[src/design/rhw_defs.svh]
`ifndef RHW_DEFS_SVH
`define RHW_DEFS_SVH
// clock and blanking time
`define RHW_CLK_PERIOD_PS 5000
`define RHW_BLANK_NS 1000
`define RHW_BLANK_CYC ((`RHW_BLANK_NS * 1000 + `RHW_CLK_PERIOD_PS - 1) / `RHW_CLK_PERIOD_PS)
// counter load values
`define RHW_BURST_LOAD 4'hf
`define RHW_STARTUP_LOAD 4'hf
`define RHW_OVERCURRENT_LEVEL_ONE_LOAD 3'h4
`define RHW_OVP_LOAD 3'h4
// register byte addresses
`define RHW_ADDR_CTRL 12'h000
`define RHW_ADDR_ON_TIME 12'h004
`define RHW_ADDR_STATUS 12'h008
`define RHW_ADDR_CYCLES 12'h00c
// field positions and reset values
`define RHW_CTRL_EN_BIT 0
`define RHW_ON_MIN_RST 16'h0064
`define RHW_ON_MAX_RST 16'h07d0
`endif

[src/design/rhw_pkg.sv]
`default_nettype none
package rhw_pkg;
	typedef enum logic [2:0] {
		ST_IDLE, ST_WAKE, ST_LOW_ON, ST_DEAD_LH, ST_HIGH_ON, ST_DEAD_HL
	} rhw_state_t;
	// comparator and fault inputs from the analog side
	typedef struct packed {
		logic cap_volt_above_high;
		logic cap_volt_below_low;
		logic cap_volt_above_mid;
		logic switch_node_rose;
		logic switch_node_fell;
		logic resonant_current_sign;
		logic feedback_below_burst;
		logic overcurrent_level_one;
		logic bias_overvoltage;
	} rhw_sense_t;
	// gate and ramp drive outputs
	typedef struct packed {
		logic high_gate_on;
		logic low_gate_on;
		logic high_ramp_source_on;
		logic low_ramp_source_on;
		logic zero_current_flag;
	} rhw_drive_t;
endpackage : rhw_pkg
`default_nettype wire

[src/design/rhw_wavegen.sv]
// Behaviour
// cycle: low on, dead, high on, dead
// reset to idle; enable goes to wake-up
// wake timer expiry enters low-side on
// low-side on followed by dead time, unless a fault or disable sends it to idle
// low-to-high dead end enters high on
// high on, dead time, back to low
// on states have min and max timers, dead states a max and a min that a switch-node edge overrides; idle has a min, wake a fixed time
// current sign blanked 1us in dead time
// idle drives all gate and ramp outputs low; a fault flag can pulse in the first idle cycle
// idle entry reloads counters; startup on rise
// wake-up drives all outputs low
// low on: low gate and ramp
// low-to-high dead: gates off, high ramp
// high on: high gate and ramp
// high-to-low dead: gates off, low ramp
// zero-current flag follows detection when switching
// fast faults handled here, then reported
// idle exit: enable, feedback ok, min idle
// low on exit: min and (vcr low or max)
// high on exit: min and (vcr high or max)
// burst counter 15, stops switching at zero
// gates never both on
`timescale 1ns/1ps
`default_nettype none
`include "rhw_defs.svh"
module rhw_wavegen #(
	parameter logic [15:0] IDLE_MIN_CYC = 16'h0064,
	parameter logic [15:0] WAKE_CYC = 16'h00c8,
	parameter logic [15:0] DEAD_MIN_CYC = 16'h0004,
	parameter logic [15:0] DEAD_MAX_CYC = 16'h00c8,
	parameter logic [15:0] DEAD_START_CYC = 16'h0064
) (
	input wire logic pclk,
	input wire logic presetn,
	input wire logic clk_en,
	input wire logic psel,
	input wire logic penable,
	input wire logic pwrite,
	input wire logic [11:0] paddr,
	input wire logic [31:0] pwdata,
	output logic [31:0] prdata,
	output logic pready,
	output logic pslverr,
	input wire rhw_pkg::rhw_sense_t sense_in,
	output rhw_pkg::rhw_drive_t drive,
	output logic overcurrent_level_one_fault,
	output logic ovp_fault
);
	localparam int NS = $bits(rhw_pkg::rhw_sense_t);
	localparam logic [15:0] BLANK = 16'(`RHW_BLANK_CYC);

	// three-stage synchroniser, change accepted when stages two and three agree
	logic [NS-1:0] s1_q, s2_q, s3_q, flt_q, flt_d;
	genvar gi;
	generate
		for (gi = 0; gi < NS; gi++) begin : g_sync
			always_comb begin
				flt_d[gi] = (s2_q[gi] == s3_q[gi]) ? s3_q[gi] : flt_q[gi];
			end
		end
	endgenerate
	always_ff @(posedge pclk or negedge presetn) begin
		if (!presetn) begin
			s1_q <= '0;
			s2_q <= '0;
			s3_q <= '0;
			flt_q <= '0;
		end else if (clk_en) begin
			s1_q <= sense_in;
			s2_q <= s1_q;
			s3_q <= s2_q;
			flt_q <= flt_d;
		end
	end
	rhw_pkg::rhw_sense_t sn;
	assign sn = flt_q;

	// apb register file
	logic waveform_enable_q, waveform_enable_d;
	logic [15:0] on_min_q, on_min_d, on_max_q, on_max_d;
	logic [31:0] prdata_d, status_w, cycles_w;
	logic pready_d, pslverr_d, hit;
	rhw_pkg::rhw_state_t st_q, st_d;
	logic [15:0] cnt_q, cnt_d, swc_q, swc_d;
	logic [3:0] burst_q, burst_d, start_q, start_d;
	logic [2:0] ocp_q, ocp_d, ovp_q, ovp_d;
	logic ocp_seen_q, ocp_seen_d, ovp_prev_q, sign_prev_q, en_prev_q;
	logic enable_rise_seen_q, enable_rise_seen_d;
	logic overcurrent_level_one_fault_d, ovp_fault_d;
	rhw_pkg::rhw_drive_t drive_d;

	assign status_w = {13'h0, ovp_fault, overcurrent_level_one_fault, ovp_q, ocp_q, start_q, burst_q, st_q};
	assign cycles_w = {16'h0, swc_q};
	always_comb begin
		waveform_enable_d = waveform_enable_q;
		on_min_d = on_min_q;
		on_max_d = on_max_q;
		prdata_d = prdata;
		pready_d = 1'b0;
		pslverr_d = 1'b0;
		hit = 1'b1;
		if (psel && penable && !pready) begin
			pready_d = 1'b1;
			prdata_d = 32'h0;
			unique case (paddr)
				`RHW_ADDR_CTRL: begin
					prdata_d[`RHW_CTRL_EN_BIT] = waveform_enable_q;
					if (pwrite) waveform_enable_d = pwdata[`RHW_CTRL_EN_BIT];
				end
				`RHW_ADDR_ON_TIME: begin
					prdata_d = {on_max_q, on_min_q};
					if (pwrite) begin
						on_min_d = pwdata[15:0];
						on_max_d = pwdata[31:16];
					end
				end
				`RHW_ADDR_STATUS: prdata_d = status_w;
				`RHW_ADDR_CYCLES: prdata_d = cycles_w;
				default: hit = 1'b0;
			endcase
			pslverr_d = !hit;
		end
	end
	always_ff @(posedge pclk or negedge presetn) begin
		if (!presetn) begin
			waveform_enable_q <= 1'b0;
			on_min_q <= `RHW_ON_MIN_RST;
			on_max_q <= `RHW_ON_MAX_RST;
			prdata <= 32'h0;
			pready <= 1'b0;
			pslverr <= 1'b0;
		end else if (clk_en) begin
			waveform_enable_q <= waveform_enable_d;
			on_min_q <= on_min_d;
			on_max_q <= on_max_d;
			prdata <= prdata_d;
			pready <= pready_d;
			pslverr <= pslverr_d;
		end
	end

	// waveform state machine, timers and cycle counters
	logic dead_st, blanked, sign_fall, ls_done, hs_done, dead_done, at_max, en_rise, blank_nx;
	always_comb begin
		dead_st = (st_q == rhw_pkg::ST_DEAD_LH) || (st_q == rhw_pkg::ST_DEAD_HL);
		en_rise = waveform_enable_q && !en_prev_q; // enable rising in this cycle
		blanked = dead_st && (cnt_q < BLANK);
		sign_fall = sign_prev_q && !sn.resonant_current_sign && !blanked;
		at_max = cnt_q >= on_max_q;
		ls_done = (cnt_q >= on_min_q) && (sn.cap_volt_below_low || at_max);
		hs_done = (cnt_q >= on_min_q) && (sn.cap_volt_above_high || at_max);
		dead_done = (cnt_q >= DEAD_MIN_CYC) && (sign_fall || cnt_q >= DEAD_MAX_CYC
			|| (start_q != 4'h0 && cnt_q >= DEAD_START_CYC));
		st_d = st_q;
		burst_d = burst_q;
		start_d = start_q;
		ocp_d = ocp_q;
		ovp_d = ovp_q;
		swc_d = swc_q;
		ocp_seen_d = ocp_seen_q || sn.overcurrent_level_one;
		enable_rise_seen_d = enable_rise_seen_q || en_rise;
		overcurrent_level_one_fault_d = 1'b0;
		ovp_fault_d = 1'b0;
		if (sn.bias_overvoltage && !ovp_prev_q && ovp_q != 3'h0) ovp_d = ovp_q - 3'h1;
		unique case (st_q)
			rhw_pkg::ST_IDLE: begin
				if (enable_rise_seen_q || en_rise) begin // rise may leave idle at once
					start_d = `RHW_STARTUP_LOAD;
					enable_rise_seen_d = 1'b0;
				end
				if (waveform_enable_q && !sn.feedback_below_burst && cnt_q >= IDLE_MIN_CYC)
					st_d = rhw_pkg::ST_WAKE;
			end
			rhw_pkg::ST_WAKE: if (cnt_q >= WAKE_CYC) st_d = rhw_pkg::ST_LOW_ON;
			rhw_pkg::ST_LOW_ON: begin
				if (ls_done) begin
					if (ocp_q == 3'h0 || ovp_q == 3'h0) begin
						st_d = rhw_pkg::ST_IDLE;
						overcurrent_level_one_fault_d = (ocp_q == 3'h0);
						ovp_fault_d = (ovp_q == 3'h0);
					end else st_d = rhw_pkg::ST_DEAD_LH;
				end
			end
			rhw_pkg::ST_DEAD_LH: if (dead_done || sn.switch_node_rose)
				st_d = rhw_pkg::ST_HIGH_ON;
			rhw_pkg::ST_HIGH_ON: begin
				if (burst_q == 4'h0 && sn.cap_volt_above_mid && sn.feedback_below_burst
					&& cnt_q >= on_min_q) st_d = rhw_pkg::ST_IDLE;
				else if (hs_done) st_d = rhw_pkg::ST_DEAD_HL;
			end
			rhw_pkg::ST_DEAD_HL: begin
				if (dead_done || sn.switch_node_fell) begin
					st_d = rhw_pkg::ST_LOW_ON;
					swc_d = swc_q + 16'h1;
					if (burst_q != 4'h0) burst_d = burst_q - 4'h1;
					if (start_q != 4'h0) start_d = start_q - 4'h1;
					if (ocp_seen_q && ocp_q != 3'h0) ocp_d = ocp_q - 3'h1;
					ocp_seen_d = sn.overcurrent_level_one;
				end
			end
		endcase
		if (!waveform_enable_q) st_d = rhw_pkg::ST_IDLE;
		if (st_d == rhw_pkg::ST_IDLE && st_q != rhw_pkg::ST_IDLE) begin
			burst_d = `RHW_BURST_LOAD;
			swc_d = 16'h0;
			ocp_d = `RHW_OVERCURRENT_LEVEL_ONE_LOAD;
			ovp_d = `RHW_OVP_LOAD;
			ocp_seen_d = 1'b0;
		end
		cnt_d = (st_d != st_q) ? 16'h0 : ((cnt_q == 16'hffff) ? cnt_q : cnt_q + 16'h1);
	end

	// outputs decoded from the next state so they line up with it
	always_comb begin
		blank_nx = (st_d == rhw_pkg::ST_DEAD_LH || st_d == rhw_pkg::ST_DEAD_HL)
			&& (cnt_d < BLANK); // blanking of the state being entered
		drive_d = '0;
		unique case (st_d)
			rhw_pkg::ST_LOW_ON: begin
				drive_d.low_gate_on = 1'b1;
				drive_d.low_ramp_source_on = 1'b1;
			end
			rhw_pkg::ST_DEAD_LH: drive_d.high_ramp_source_on = 1'b1;
			rhw_pkg::ST_HIGH_ON: begin
				drive_d.high_gate_on = 1'b1;
				drive_d.high_ramp_source_on = 1'b1;
			end
			rhw_pkg::ST_DEAD_HL: drive_d.low_ramp_source_on = 1'b1;
			default: ;
		endcase
		if (st_d == rhw_pkg::ST_LOW_ON || st_d == rhw_pkg::ST_DEAD_LH)
			drive_d.zero_current_flag = sn.resonant_current_sign && !blank_nx;
		else if (st_d == rhw_pkg::ST_HIGH_ON || st_d == rhw_pkg::ST_DEAD_HL)
			drive_d.zero_current_flag = !sn.resonant_current_sign && !blank_nx;
	end
	always_ff @(posedge pclk or negedge presetn) begin
		if (!presetn) begin
			st_q <= rhw_pkg::ST_IDLE;
			cnt_q <= 16'h0;
			swc_q <= 16'h0;
			burst_q <= `RHW_BURST_LOAD;
			start_q <= 4'h0;
			ocp_q <= `RHW_OVERCURRENT_LEVEL_ONE_LOAD;
			ovp_q <= `RHW_OVP_LOAD;
			ocp_seen_q <= 1'b0;
			ovp_prev_q <= 1'b0;
			sign_prev_q <= 1'b0;
			en_prev_q <= 1'b0;
			enable_rise_seen_q <= 1'b0;
			drive <= '0;
			overcurrent_level_one_fault <= 1'b0;
			ovp_fault <= 1'b0;
		end else if (clk_en) begin
			st_q <= st_d;
			cnt_q <= cnt_d;
			swc_q <= swc_d;
			burst_q <= burst_d;
			start_q <= start_d;
			ocp_q <= ocp_d;
			ovp_q <= ovp_d;
			ocp_seen_q <= ocp_seen_d;
			ovp_prev_q <= sn.bias_overvoltage;
			sign_prev_q <= sn.resonant_current_sign;
			en_prev_q <= waveform_enable_q;
			enable_rise_seen_q <= enable_rise_seen_d;
			drive <= drive_d;
			overcurrent_level_one_fault <= overcurrent_level_one_fault_d;
			ovp_fault <= ovp_fault_d;
		end
	end
endmodule : rhw_wavegen
`default_nettype wire

[config.mk]
export PLATFORM = sky130hd
export DESIGN_NAME = rhw_wavegen
export DESIGN_NICKNAME = d
export VERILOG_FILES = /design/src/design/rhw_pkg.sv /design/src/design/rhw_wavegen.sv
export VERILOG_INCLUDE_DIRS = /design/src /design/src/design
export SDC_FILE = /design/constraint.sdc
export NUM_CORES = 1
export LEC_CHECK = 0
export ABC_AREA = 1
export ABC_CLOCK_PERIOD_IN_PS = 3500
export BUFFER_PORTS_ARGS = -buffer_cell sky130_fd_sc_hd__buf_2
export CORE_MARGIN = 2
export CORE_UTILIZATION = 41
export DETAILED_ROUTE_END_ITERATION = 7
export MAX_ROUTING_LAYER = met4
export PLACE_DENSITY = 0.67
export SLEW_MARGIN = 5
export SYNTH_ARGS = -nofsm -noshare
export SYNTH_HDL_FRONTEND = slang
export SYNTH_SLANG_ARGS = --single-unit
[constraint.sdc]
create_clock -name pclk -period 3.5 [get_ports pclk]
set_input_delay 0 -clock pclk [delete_from_list [all_inputs] [get_ports pclk]]
set_output_delay 0 -clock pclk [all_outputs]
set_load 0.02 [all_outputs]
Yosys cells after proc, flatten, opt, wreduce, memory -nomap -nowiden
Cells that the tools add are included.
Widths: inputs -> output; s select.
{"block": "totals", "regBits": 164, "out_inout_bits": 41, "elab_cells": 207, "input_bits": 59}
{"block": "op_classes", "n_reduce_logical": 80, "magnitude_cmp": 7, "n_eq_ne": 26, "mux": 51, "add_sub_neg": 6}
{"op": "$pmux 31 s3", "count": 1}
{"op": "$mux 16", "count": 5}
{"op": "$mux 3", "count": 14}
{"op": "$add 16x1->16 const B", "count": 2}
{"op": "$ge 16x16->1", "count": 2}
{"op": "$lt 16x8->1 const B", "count": 2}
{"op": "$mux 4", "count": 7}
{"op": "$eq 12x4->1 const B", "count": 2}
{"op": "$logic_and 1x1->1", "count": 22}
{"op": "$reduce_and 2->1", "count": 11}
{"op": "$mux 1", "count": 20}
{"op": "$pmux 3 s6", "count": 1}
{"op": "$eq 16x16->1 const B", "count": 1}
{"op": "$ge 16x3->1 const B", "count": 1}
{"op": "$ge 16x7->1 const B", "count": 1}
{"op": "$ge 16x8->1 const B", "count": 1}
{"op": "$reduce_and 4->1", "count": 4}
{"op": "$logic_or 1x1->1", "count": 13}
{"op": "$eq 12x3->1 const B", "count": 1}
{"op": "$eq 3x2->1 const B", "count": 4}
{"op": "$eq 3x3->1 const B", "count": 4}
{"op": "$logic_not 12->1", "count": 1}
{"op": "$logic_not 3->1", "count": 4}
{"op": "$reduce_bool 2->1", "count": 6}
{"op": "18 further kinds", "count": 40}

Depth between registers and ports, before layout
Gate-level depths: netlist of the first run.
{"block": "logic_depth", "depth_word": 20, "mapped_depth": 25, "ltp_nobuf": 25}

Worst setup path before layout of the first run
OpenSTA, ideal clock, no wires.
{"block": "synth_timing", "path_kind": "register to register", "start": "reg on_min_q[5]", "end": "reg swc_q[8]", "t_arrival_ps": 2355, "t_required_ps": 3377, "setup_slack_ps": 1023, "path_stages_with_launch": 20, "synth_period_minus_slack_ps": 2477, "path_buffers": 2, "cell_sequence": "dfstp_2 -> inv_1 -> ha_1 -> a21oi_1 -> o21a_1 -> nand2_1 -> nand2_1 -> nand3_1 -> nand2_1 -> nor2_1 -> nor2_2 -> nand3_2 -> nand3_2 -> nand2_2 -> inv_2 -> nand3_4 -> buf_4 -> buf_4 -> nand3_1 -> o21ai_1"}
{"block": "synth_between", "elab_chain_cells": 10}
{"item": "from (decl)", "line": "rhw_wavegen.sv:81", "text": "logic [15:0] on_min_q, on_min_d, on_max_q, on_max_d;"}
{"item": "from (signal assigned)", "line": "rhw_wavegen.sv:128", "text": "on_min_q <= `RHW_ON_MIN_RST;"}
{"item": "from (signal assigned)", "line": "rhw_wavegen.sv:135", "text": "on_min_q <= on_min_d;"}
{"item": "$ge 16x16->1 (*)", "line": "rhw_wavegen.sv:151, rhw_wavegen.sv:152, rhw_wavegen.sv:189"}
{"item": "$logic_and 1x1->1", "line": "rhw_wavegen.sv:152", "text": "hs_done = (cnt_q >= on_min_q) && (sn.cap_volt_above_high || at_max);"}
{"item": "$mux 3", "line": "rhw_wavegen.sv:190", "text": "else if (hs_done) st_d = rhw_pkg::ST_DEAD_HL;"}
{"item": "$mux 3", "line": "rhw_wavegen.sv:188", "text": "if (burst_q == 4'h0 && sn.cap_volt_above_mid && sn.feedback_below_burst"}
{"item": "$pmux 3 s6 (*)", "line": "rhw_wavegen.sv:166", "text": "unique case (st_q)"}
{"item": "$mux 3 (*)", "line": "rhw_wavegen.sv:203", "text": "if (!waveform_enable_q) st_d = rhw_pkg::ST_IDLE;"}
{"item": "$logic_not 3->1 (*)", "line": "rhw_wavegen.sv:204", "text": "if (st_d == rhw_pkg::ST_IDLE && st_q != rhw_pkg::ST_IDLE) begin"}
{"item": "$logic_and 1x1->1 (*)", "line": "rhw_wavegen.sv:204"}
{"item": "$reduce_bool 2->1 (no source line)"}
{"item": "$reduce_and 3->1 (no source line)"}
{"item": "to (signal assigned)", "line": "rhw_wavegen.sv:257", "text": "swc_q <= swc_d;"}
{"item": "to (decl)", "line": "rhw_wavegen.sv:85", "text": "logic [15:0] cnt_q, cnt_d, swc_q, swc_d;"}
Every way passes the cells marked *; elsewhere a longest branch is shown, timed or not.
A chain may end at the register's enable or synchronous reset.

Worst setup path in the final report of the first run
{"block": "layout_timing", "start": "reg cnt_q[3]", "end": "reg swc_q[5]"}
{"block": "layout_between", "elab_chain_cells": 15}
{"item": "from (decl)", "line": "rhw_wavegen.sv:85"}
{"item": "from (signal assigned)", "line": "rhw_wavegen.sv:256", "text": "cnt_q <= cnt_d;"}
{"item": "$lt 16x8->1", "line": "rhw_wavegen.sv:148", "text": "blanked = dead_st && (cnt_q < BLANK);"}
{"item": "$logic_and 1x1->1", "line": "rhw_wavegen.sv:148"}
{"item": "$logic_not 1->1", "line": "rhw_wavegen.sv:149", "text": "sign_fall = sign_prev_q && !sn.resonant_current_sign && !blanked;"}
{"item": "$logic_and 1x1->1", "line": "rhw_wavegen.sv:149"}
{"item": "$logic_or 1x1->1", "line": "rhw_wavegen.sv:153", "text": "dead_done = (cnt_q >= DEAD_MIN_CYC) && (sign_fall || cnt_q >= DEAD_MAX_CYC"}
{"item": "$logic_or 1x1->1", "line": "rhw_wavegen.sv:154", "text": "|| (start_q != 4'h0 && cnt_q >= DEAD_START_CYC));"}
{"item": "$logic_and 1x1->1", "line": "rhw_wavegen.sv:153"}
{"item": "$logic_or 1x1->1, on equally long branches", "line": "rhw_wavegen.sv:193, rhw_wavegen.sv:185"}
{"item": "$mux 3, on equally long branches", "line": "rhw_wavegen.sv:193, rhw_wavegen.sv:185"}
{"item": "$pmux 3 s6", "line": "rhw_wavegen.sv:166"}
{"item": "$mux 3", "line": "rhw_wavegen.sv:203"}
{"item": "$logic_not 3->1", "line": "rhw_wavegen.sv:204"}
{"item": "$logic_and 1x1->1", "line": "rhw_wavegen.sv:204"}
{"item": "$reduce_bool 2->1 (no source line)"}
{"item": "$reduce_and 3->1 (no source line)"}
Several ways; a longest one is shown, not always the timed one.

==> out/qor.yml, run 1 <==
postCtsSetupBuffers: 0
setup_viol: 0
drtPass1Iterations: 6
finalClockSkew_ps: 11.3
grt_pass1_vias: 7312
synth_seq_cells: 164
area_growth_pct: 19.5
gp_congestion: 0.934
final_nets: 1323
cts_buffer_depth: 2
clkPwrFrac_pct: 35.5
r2r_setup_slack_ps: 620
cts_tree: "built"
max_freq_mhz: 348
reg2reg_to: "swc_q[5]$_DFFE_PN0P_"
antenna_cells: 0
synth_area_um2: 9070
synth_ff_type: "dfrtp_1"
grt_max_degree: 92
initial_core_util_pct: 41.7
fp.dieW_um: 153
dp_hpwl_um: 16100
io_pins: 100
hold_depth: 3
p_sw_mw: 1.71
h-tree-depth: 4
required_ps: 3860
cts_root_buffer: "clkbuf_16"
io_buffer_count: 99
synth_top_area_cell: "dfrtp_1"
post-route-min-period_ps: 2880
intPower_mw: 3.61
maxSlewHeadroom_pct: 41.4
synth_cells: 1087
clock_latency_ps: 430
cp-startpoint: "cnt_q[3]$_DFFE_PN0P_"
grtUsageMet3_pct: 3.21
drt_wl_total_um: 22500
grtUsageMet2_pct: 30.5
rows: 54
critPathKind: "reg -> reg"
dpl_cell_area_um2: 9820
antenna_found_initial: 0
path_cells: "ha_1 -> a21oi_1 -> nand3_1 -> nand2_1 -> nand2_1 -> nand2_1 -> nand3_1 -> nand2_1 -> nor2_1 -> nor2_2 -> nand3_2 -> nand3_2 -> nand2_2 -> inv_2 -> nand3_4 -> inv_4 -> nand2_8 -> nand2_8 -> nand2_1 -> a21oi_1"
syn-num-nets: 1187
viasPerCell: 5.00
seqPwrFrac_pct: 42.0
vias: 7579
fin_tns_setup_ps: 0
max_cap_viol_count: 0
period_share_pct: 82.2
yosysTopAreaCellShare_pct: 41.1
grt_overflow_total: 0
crit_top_cell: "nand2_1"
clkTransAtPathRegs_ps: 70
cts_buffers: 17
finalInstanceArea_um2: 10800
ff2ff_path_depth: 20
clkSinkCount: 164
synthTopCellsByArea: "dfrtp_1, nand2_1, inv_1"
synth_most_common_cell: "nand2_1"
async_flop_share_pct: 100
p_leak_nw: 5.78
fp.dieH_um: 153
pwr_density_cell_nw_per_um2: 490
ys_types: 46
avgSynthCellArea_um2: 8.35
hold_viol: 0
p_comb_share_pct: 22.5
status: "complete, no violations"
drive_gt1_share_pct: 16.3
grt_pass1_wl_um: 37300
timing.rr.start: "cnt_q[3]$_DFFE_PN0P_"
critical_path_arrival_ps: 3240
cpPeakStageDelay_ps: 480
die_area_um2: 23300
rsz0062_at_grt: "no"
gr-usage-all-layers_pct: 20.3
irDropWorstVdd_uv: 364
cts_resized: 0
yosysWarnings: 0
wl_per_cell_um: 14.9
dr.first_iter.drc_count: 614
endpoint_kind: "flip-flop"
core_um2: 21800
swShare_pct: 32.1
met1_usage_pct: 28.8
cp-endpoint: "swc_q[5]$_DFFE_PN0P_"
antenna_left: 0
synth_edf_count: 0
finalMaxSlewViolations: 0
cp_slowest_cell: "dfrtp_1"
fill_cells: 2109
yosys-top-cells-count: "nand2_1, inv_1, dfrtp_1"
hold_class: "in -> reg"
p_total_mw: 5.32
drc_errors: 0
cp_max_fo: 26
yosysSeqAreaShare_pct: 45.4
tightest_slew_ps: 878
startpoint_type: "flip-flop"
busiest_layer: "met2"
## final cells by class
class / instances / area, um2 / area share [%]
sequential: 164 / 4120 / 38.0
multi-input combinational: 700 / 4060 / 37.5
timing repair buffer: 152 / 1010 / 9.31
inverter: 188 / 713 / 6.57
clock buffer: 18 / 439 / 4.05
tap: 280 / 350 / 3.23
clock inverter: 14 / 150 / 1.38
## worst min path at each step
stage                        start                endpoint  slack (ps)
after global routing      paddr[2]     pslverr$_DFFE_PN0P_         140
final                     paddr[2]     pslverr$_DFFE_PN0P_          70
after CTS                 paddr[2]     pslverr$_DFFE_PN0P_          60
after detailed placement   presetn  prdata[24]$_DFFE_PN0P_         150
after floorplan            presetn    cnt_q[0]$_DFFE_PN0P_        -300
after global placement     presetn  prdata[24]$_DFFE_PN0P_         150
## what timing repair did
item / in CTS / in global routing
setup endpoints to repair: 0 / 0
hold buffers: 44 / 0
hold endpoints to repair: 121 / 0
## cell families after synthesis
group           Yosys count  share of synthesized area (%)
xor+xnor                 25                           2.41
mux                      34                           3.75
flops                   164                           45.4
fa+ha+maj                41                           5.65
simple gates            405                           20.2
buf+inv                 223                           9.80
compound gates          195                           12.8
## critical path: cells and delay by family (launching register included)
kind / cells / cell delay, ps
fa+ha+maj: 1 / 360
simple gates: 15 / 1490
compound gates: 2 / 280
buf+inv: 2 / 180
flops: 1 / 480
## flip-flops by register name, summed over array words and instances, names as in the netlist, 3 cells and up
register,count
ocp_q,3
burst_q,4
s1_q,9
s2_q,9
cnt_q,16
prdata,32
drive,5
swc_q,16
start_q,4
on_min_q,16
ovp_q,3
flt_q,9
s3_q,9
on_max_q,16
st_q,3
## power groups by stage
stage / logic, mW / clock network (mW) / registers [mW]
global route: 1.38 / 2.00 / 2.26
floorplan: 0.831 / 0 / 2.22
detailed placement: 1.15 / 0 / 2.27
finish: 1.20 / 1.89 / 2.24
global placement: 1.13 / 0 / 2.26
CTS: 1.20 / 1.92 / 2.23
## metrics by stage
stage	util (%)	setup WS [ps]	std cells	hold slack (ps)
floorplan	-	1020	1087	-296
global placement	45.1	703	1440	146
detailed placement	45.1	650	1440	150
CTS	49.9	608	1516	59.0
global route	49.9	312	1516	136
finish	49.9	623	1516	68.9
## metal layers
layer / part of all wire (%) / up-vias
li1: - / 3818
met1: 49 / 3556
met2: 45 / 183
met3: 5.0 / 22
met4: 1.5 / 0
met5: 0 / -
## placed cells by master (no fill, tap or decap), drive strengths merged
cell         instances
a21o                 2
a21oi               43
a22o                 1
a31oi                2
buf                108
bufinv               2
clkbuf              18
clkinv               8
clkinvlp             2
dfrtp              149
dfstp               15
dlygate4sd3         44
ha                  41
inv                190
mux2i               34
nand2              240
nand3               70
nand3b               2
nand4                9
nor2                55
nor3                21
nor4                 7
o211ai               7
o21a                 2
o21ai               87
o21bai               4
o22ai               24
o31ai               22
o41ai                1
or2                  1
xnor2                3
xor2                22
Note: power is estimated with default switching activity, not from simulation.
==> inputs of run 2 (changes only) <==
- ABC_CLOCK_PERIOD_IN_PS: 3500 -> 2600
- PLACE_DENSITY: 0.67 -> 0.69
- clock period: 3.5 -> 2.6 ns (I/O delays scaled with it)
==> run 2 against run 1 <==
Net effect:
- non-clock buffer count rose by 57
- largest cell class is now multi-input combinational cells
- sequential share of layout area fell by 2.8 points
- largest power group unchanged
- total power rose by 42%
==> out/qor.yml, run 2 (same netlist as run 1, synthesis figures left out) <==
status: "complete, no violations"
cts_buffer_depth: 2  # unchanged
gp_congestion: 0.935  # about the same
rsz0062_at_grt: "yes"
clkSinkCount: 164  # unchanged
drc_errors: 0  # unchanged
dp_hpwl_um: 16900  # +4.7%
core_um2: 21800  # unchanged
area_growth_pct: 29.2
setup_viol: 0  # unchanged
wl_per_cell_um: 15.8  # +6.2%
tightest_slew_ps: 622  # -256 ps
die_area_um2: 23300  # unchanged
antenna_left: 0  # unchanged
period_share_pct: 99.9  # +18 points
max_freq_mhz: 385  # +11%
rows: 54  # unchanged
final_cell_mix: "nand2_1, inv_1, dfrtp_1"
clock_latency_ps: 440  # about the same
required_ps: 2920  # -940 ps
p_total_mw: 7.57  # +42%
fp.dieH_um: 153  # unchanged
grt_overflow_total: 0  # unchanged
p_leak_nw: 6.16  # +6.6%
hold_viol: 0  # unchanged
cts_root_buffer: "clkbuf_16"
cts_buffers: 17  # unchanged
hold_class: "in -> reg"
grt_max_degree: 66  # -28%
cts_tree: "built"
grt_pass1_wl_um: 39700  # +6.5%
cp_max_fo: 13  # -50%
final_nets: 1383  # +4.5%
antenna_cells: 0  # unchanged
finalInstanceArea_um2: 11700  # +8.1%
initial_core_util_pct: 41.7  # unchanged
fin_ws_ps: 2.25  # -621 ps
fp.dieW_um: 153  # unchanged
hold_depth: 3  # unchanged
final_common_cell: "nand2_1"
ff2ff_path_depth: 20  # unchanged
gr-usage-all-layers_pct: 21.8  # +1.5 points
largest_reg_flops: 32  # unchanged
clkTransAtPathRegs_ps: 70  # about the same
antenna_found_initial: 0  # unchanged
wl_met1_um: 11500  # +4.4%
critical_path_arrival_ps: 2920  # -320 ps
routed-wl-met2_um: 11700  # +17%
top_register: "prdata"
critPathKind: "reg -> reg"
h-tree-depth: 4  # unchanged
wl_met3_um: 1310  # +16%
io_pins: 100  # unchanged
dp.cells: 1484  # +3.1%
grt_pass1_vias: 7708  # +5.4%
r2r_setup_slack_ps: 2  # -620 ps
maxSlewHeadroom_pct: 58.5  # +17 points
finalClockSkew_ps: 11.8  # +0.530 ps
post-route-min-period_ps: 2600  # -279 ps
holdPathEnd: "pslverr$_DFFE_PN0P_"
reg2reg_to: "swc_q[1]$_DFFE_PN0P_"
dpl_cell_area_um2: 10200  # +3.7%
drtPass1Iterations: 5  # -1
drt_wl_total_um: 24900  # +10%
startpoint_type: "flip-flop"
top_layer_used: "met4"
drive_gt1_share_pct: 24.8  # +8.5 points
layout.cells.non_filler: 1576  # +4.0%
timing.rr.start: "on_max_q[9]$_DFFE_PN1P_"
irDropWorstVdd_uv: 450  # +24%
viasPerCell: 5.13  # +2.7%
pwr_density_cell_nw_per_um2: 646  # +32%
place_ws_ps: -134  # -783 ps
dr.first_iter.drc_count: 637  # +3.7%
min_from: "paddr[3]"
io_buffer_count: 99  # unchanged
fin_tns_setup_ps: 0  # unchanged
vias: 8091  # +6.8%
endpoint_kind: "flip-flop"
finalMaxSlewViolations: 0  # unchanged
max_cap_viol_count: 0  # unchanged
-- run 2: changes by cell type in the layout (fill, tap and decap cells not counted), sizes merged --
cell         delta
buf            +55
clkinv          -4
dlygate4sd3     +2
inv             +4
nand2           +3
-- run 2: layout make-up --
class / count / area (um2)
Clock buffer: 18 / 429
Clock inverter: 14 / 165
Fill cell: 1986 / 10000
Inverter: 188 / 721
Multi-Input combinational cell: 703 / 4420
Sequential cell: 164 / 4130
Tap cell: 280 / 350
Timing Repair Buffer: 209 / 1500
-- run 2: worst max path at each step --
stage,cells past startpoint,from,endpoint
2_1_floorplan,19,on_min_q[5]$_DFFE_PN1P_,swc_q[8]$_DFFE_PN0P_
3_3_place_gp,17,on_min_q[5]$_DFFE_PN1P_,cnt_q[9]$_DFFE_PN0P_
3_5_place_dp,17,on_min_q[5]$_DFFE_PN1P_,cnt_q[9]$_DFFE_PN0P_
4_1_cts,19,on_max_q[10]$_DFFE_PN1P_,cnt_q[3]$_DFFE_PN0P_
5_1_grt,18,cnt_q[14]$_DFFE_PN0P_,swc_q[2]$_DFFE_PN0P_
6_report,20,on_max_q[9]$_DFFE_PN1P_,swc_q[1]$_DFFE_PN0P_
-- run 2: repair_timing --
action | in CTS | in global routing
hold buffers | 46 | 0
endpoints found under the setup margin | 24 | 50
gates cloned | 1 | 2
pin swaps | 13 | 27
gates resized for setup | 24 | 71
buffers inserted | 3 | 8
hold endpoints to repair | 106 | 0
-- run 2: per-layer routing --
metal | track usage [%] | up-vias
met3 | 3.70 | 32
met1 | 30.5 | 3842
met4 | 5.91 | 0
met5 | - | -
li1 | - | 3957
met2 | 33.0 | 260
-- run 2: critical path, stage by stage (launching register included) --
cell	delay, ps
dfstp_2	550
inv_2	50
ha_4	210
nand2_2	60
inv_2	30
o21bai_1	130
a21oi_1	80
nor2_1	160
nand3_2	140
nand2_2	90
nor2_2	40
nor2_2	80
nand3_2	80
nand3_2	100
nand2_2	60
inv_2	60
nand3_4	80
inv_6	100
nand2_4	110
nand2_8	180
o21ai_1	80
-- run 2: power breakdown --
part           switching, mW  internal [mW]  leakage, nW
clock                   1.15           1.44        0.285
combinational           1.20          0.795         3.74
sequential             0.190           2.80         2.13
total                   2.53           5.04         6.16
-- run 2: through the flow --
stage / utilization (%) / hold slack, ps
finish: 53.9 / 91.6
global route: 53.9 / 80.5
CTS: 52.2 / 77.2
detailed placement: 46.8 / 40.8
global placement: 46.8 / 40.5
floorplan: - / -296
==> inputs of run 3 (changes only) <==
- ABC_AREA: 1 -> unset
- PLACE_DENSITY: 0.69 -> 0.7
==> run 3 against run 2 <==
Net effect:
- the flow now finishes with violations (negative setup slack)
- synthesized cell count down 18%
- sequential share of layout area shrank 2.5 points
- via count increased by 0.36%
- largest power group unchanged
- highest routed layer unchanged
==> out/qor.yml, run 3 <==
synth_seq_cells: 164  # unchanged
synth_ff_type: "dfrtp_1"
io_pins: 100  # unchanged
critical_path_arrival_ps: 3580  # +660 ps
clock_latency_ps: 440  # about the same
vias: 8120  # +0.36%
rows: 53  # -1.9%
cts_root_buffer: "clkbuf_16"
synthTopCellsByArea: "dfrtp_1, mux2_2, ha_1"
grt_overflow_total: 0  # unchanged
gp_congestion: 0.915  # -2.2%
fill_cells: 1741  # -12%
synth_edf_count: 0  # unchanged
antenna_left: 0  # unchanged
h-tree-depth: 4  # unchanged
period_share_pct: 126  # +26 points
endpoint_kind: "flip-flop"
async_flop_share_pct: 100  # unchanged
p_leak_nw: 5.73  # -7.0%
post-route-min-period_ps: 3270  # +675 ps
fp.dieW_um: 152  # -0.80%
fin_ws_ps: -672  # -675 ps
final_nets: 1285  # -7.1%
final_common_cell: "buf_4"
violations: "negative setup slack"
max_freq_mhz: 306  # -21%
cts_buffer_depth: 2  # unchanged
drtPass1Iterations: 7  # +2
top_register: "prdata"
max_cap_viol_count: 0  # unchanged
path_cells: "inv_2 -> ha_4 -> or3b_4 -> a21boi_4 -> o31a_1 -> o311a_1 -> or3_4 -> o211ai_1 -> or4_1 -> buf_6 -> o21ai_0 -> a32o_1"
dp_hpwl_um: 17400  # +3.0%
maxSlewHeadroom_pct: 56.1  # -2.4 points
cp_max_fo: 8  # -5
hold_viol: 0  # unchanged
setup_viol: 51  # +51
irDropWorstVdd_uv: 405  # -10%
timing.rr.start: "start_q[0]$_DFFE_PN0P_"
initial_core_util_pct: 42.1  # +0.36 points
cts_tree: "built"
postLayoutCoreUtil_pct: 59.4  # +5.6 points
hold_class: "in -> reg"
grt_max_degree: 71  # +7.6%
critPathKind: "reg -> reg"
tightest_slew_ps: 659  # +36.7 ps
required_ps: 2910  # about the same
grt_pass1_vias: 7804  # +1.2%
final_cell_mix: "buf_4, dfrtp_1, buf_2"
dp.cells: 1366  # -8.0%
cp-startpoint: "start_q[0]$_DFFE_PN0P_"
antenna_cells: 0  # unchanged
yosysWarnings: 0  # unchanged
area_growth_pct: 41.3
largest_reg_flops: 32  # unchanged
drc_errors: 0  # unchanged
clkTransAtPathRegs_ps: 70  # about the same
dpl_cell_area_um2: 10700  # +5.0%
startpoint_type: "flip-flop"
antenna_found_initial: 0  # unchanged
syn-num-nets: 992  # -16%
drive_gt1_share_pct: 41.3  # +17 points
synth_most_common_cell: "dfrtp_1"
clkSinkCount: 164  # unchanged
yosysTopAreaCellShare_pct: 41.8  # +0.68 points
ys_types: 82  # +78%
finalMaxSlewViolations: 0  # unchanged
core_um2: 21200  # -2.5%
finalClockSkew_ps: 16.1  # +4.32 ps
finalInstanceArea_um2: 12600  # +7.6%
status: "finished with violations"
io_buffer_count: 99  # unchanged
wl_per_cell_um: 17.9  # +14%
synth_top_area_cell: "dfrtp_1"
viasPerCell: 5.51  # +7.4%
fin_tns_setup_ps: -27310  # -27310 ps
cts_buffers: 17  # unchanged
rsz0062_at_grt: "yes"
layout.cells.non_filler: 1473  # -6.5%
grt_pass1_wl_um: 40100  # +1.0%
fp.dieH_um: 152  # -0.80%
dr.first_iter.drc_count: 547  # -14%
yosys-top-cells-count: "dfrtp_1, nand2_1, o21ai_0"
synth_cells: 892  # -18%
cpPeakStageDelay_ps: 420  # -130 ps
cp_slowest_cell: "or3_4"
avgSynthCellArea_um2: 10.0  # +20%
pwr_density_cell_nw_per_um2: 564  # -13%
yosysSeqAreaShare_pct: 46.2  # +0.75 points
min_from: "penable"
drt_wl_total_um: 26400  # +6.3%
synth_area_um2: 8930  # -1.6%
gr-usage-all-layers_pct: 23.3  # +1.5 points
die_area_um2: 23000  # -1.6%
## run 3: cell families (layout without fill, tap and decap cells)
family	after synthesis	after routing	synth area share [%]
flops	164	164	46.2
buf+inv	117	423	5.82
fa+ha+maj	41	41	5.75
compound gates	257	257	19.6
mux	68	68	8.80
xor+xnor	2	2	0.196
simple gates	243	243	13.7
## run 3: power by group
part	total, mW	internal [mW]	switching (mW)
logic	1.43	0.671	0.759
registers	3.00	2.77	0.223
clock network	2.69	1.54	1.15
total	7.12	4.99	2.13
## run 3: area by class of cell
class                   count  area [um2]  area share, %
clock buffers              18         429           3.40
clock inverters            14         194           1.54
inverters                  67         251           1.99
multi-input cells         611        4830           38.3
flip-flops and latches    164        4130           32.7
well taps                 275         344           2.73
repair buffers            324        2440           19.3
## run 3: repair_timing
| action | 4_1_cts | 5_1_grt |
|---|---|---|
| pin swaps | 23 | 30 |
| setup buffers | 12 | 21 |
| endpoints found under the setup margin | 52 | 54 |
| hold endpoints to repair | 194 | 0 |
| hold buffers | 46 | 0 |
| gates resized for setup | 75 | 66 |
## run 3: final timing paths
kind                                                 end  slack [ps]  depth (start not counted)
hold / removal             waveform_enable_q$_DFFE_PN0P_          70                          5
hold reg to reg                   prdata[12]$_DFFE_PN0P_         490                          2
setup / recovery                    cnt_q[1]$_DFFE_PN0P_        -670                         12
max in group asynchronous       on_min_q[11]$_DFFE_PN0P_        1010                          4
setup reg to reg                    cnt_q[1]$_DFFE_PN0P_        -670                         12
min in group asynchronous       on_min_q[10]$_DFFE_PN0P_         530                          3
## run 3: critical path, delay by kind of cell, from the launching register on
| family | cells | cell delay [ps] |
|---|---|---|
| AO/OA/AOI/OAI | 6 | 1410 |
| AND/OR/NAND/NOR | 3 | 970 |
| flip-flops | 1 | 400 |
| buffers and inverters | 2 | 250 |
| adder cells (fa/ha/maj) | 1 | 130 |
## run 3: per-stage QoR
step                setup slack, ps  hold WS, ps  power, mW
detailed placement             -718         -114       4.28
global route                   -786          102       7.44
global placement               -654         -111       4.24
finish                         -672         65.2       7.12
CTS                            -619         50.4       7.09
floorplan                      -529         -296       3.70
## run 3: metal layers
layer  vias up  wire, um  track usage [%]  part of all wire (%)
li1       3840         -                -                     -
met1      3975     12300             31.3                    46
met2       253     12000             35.5                    46
met3        52      1280             4.04                   4.8
met4         0       822             8.94                   3.1
met5         -         0                -                     0
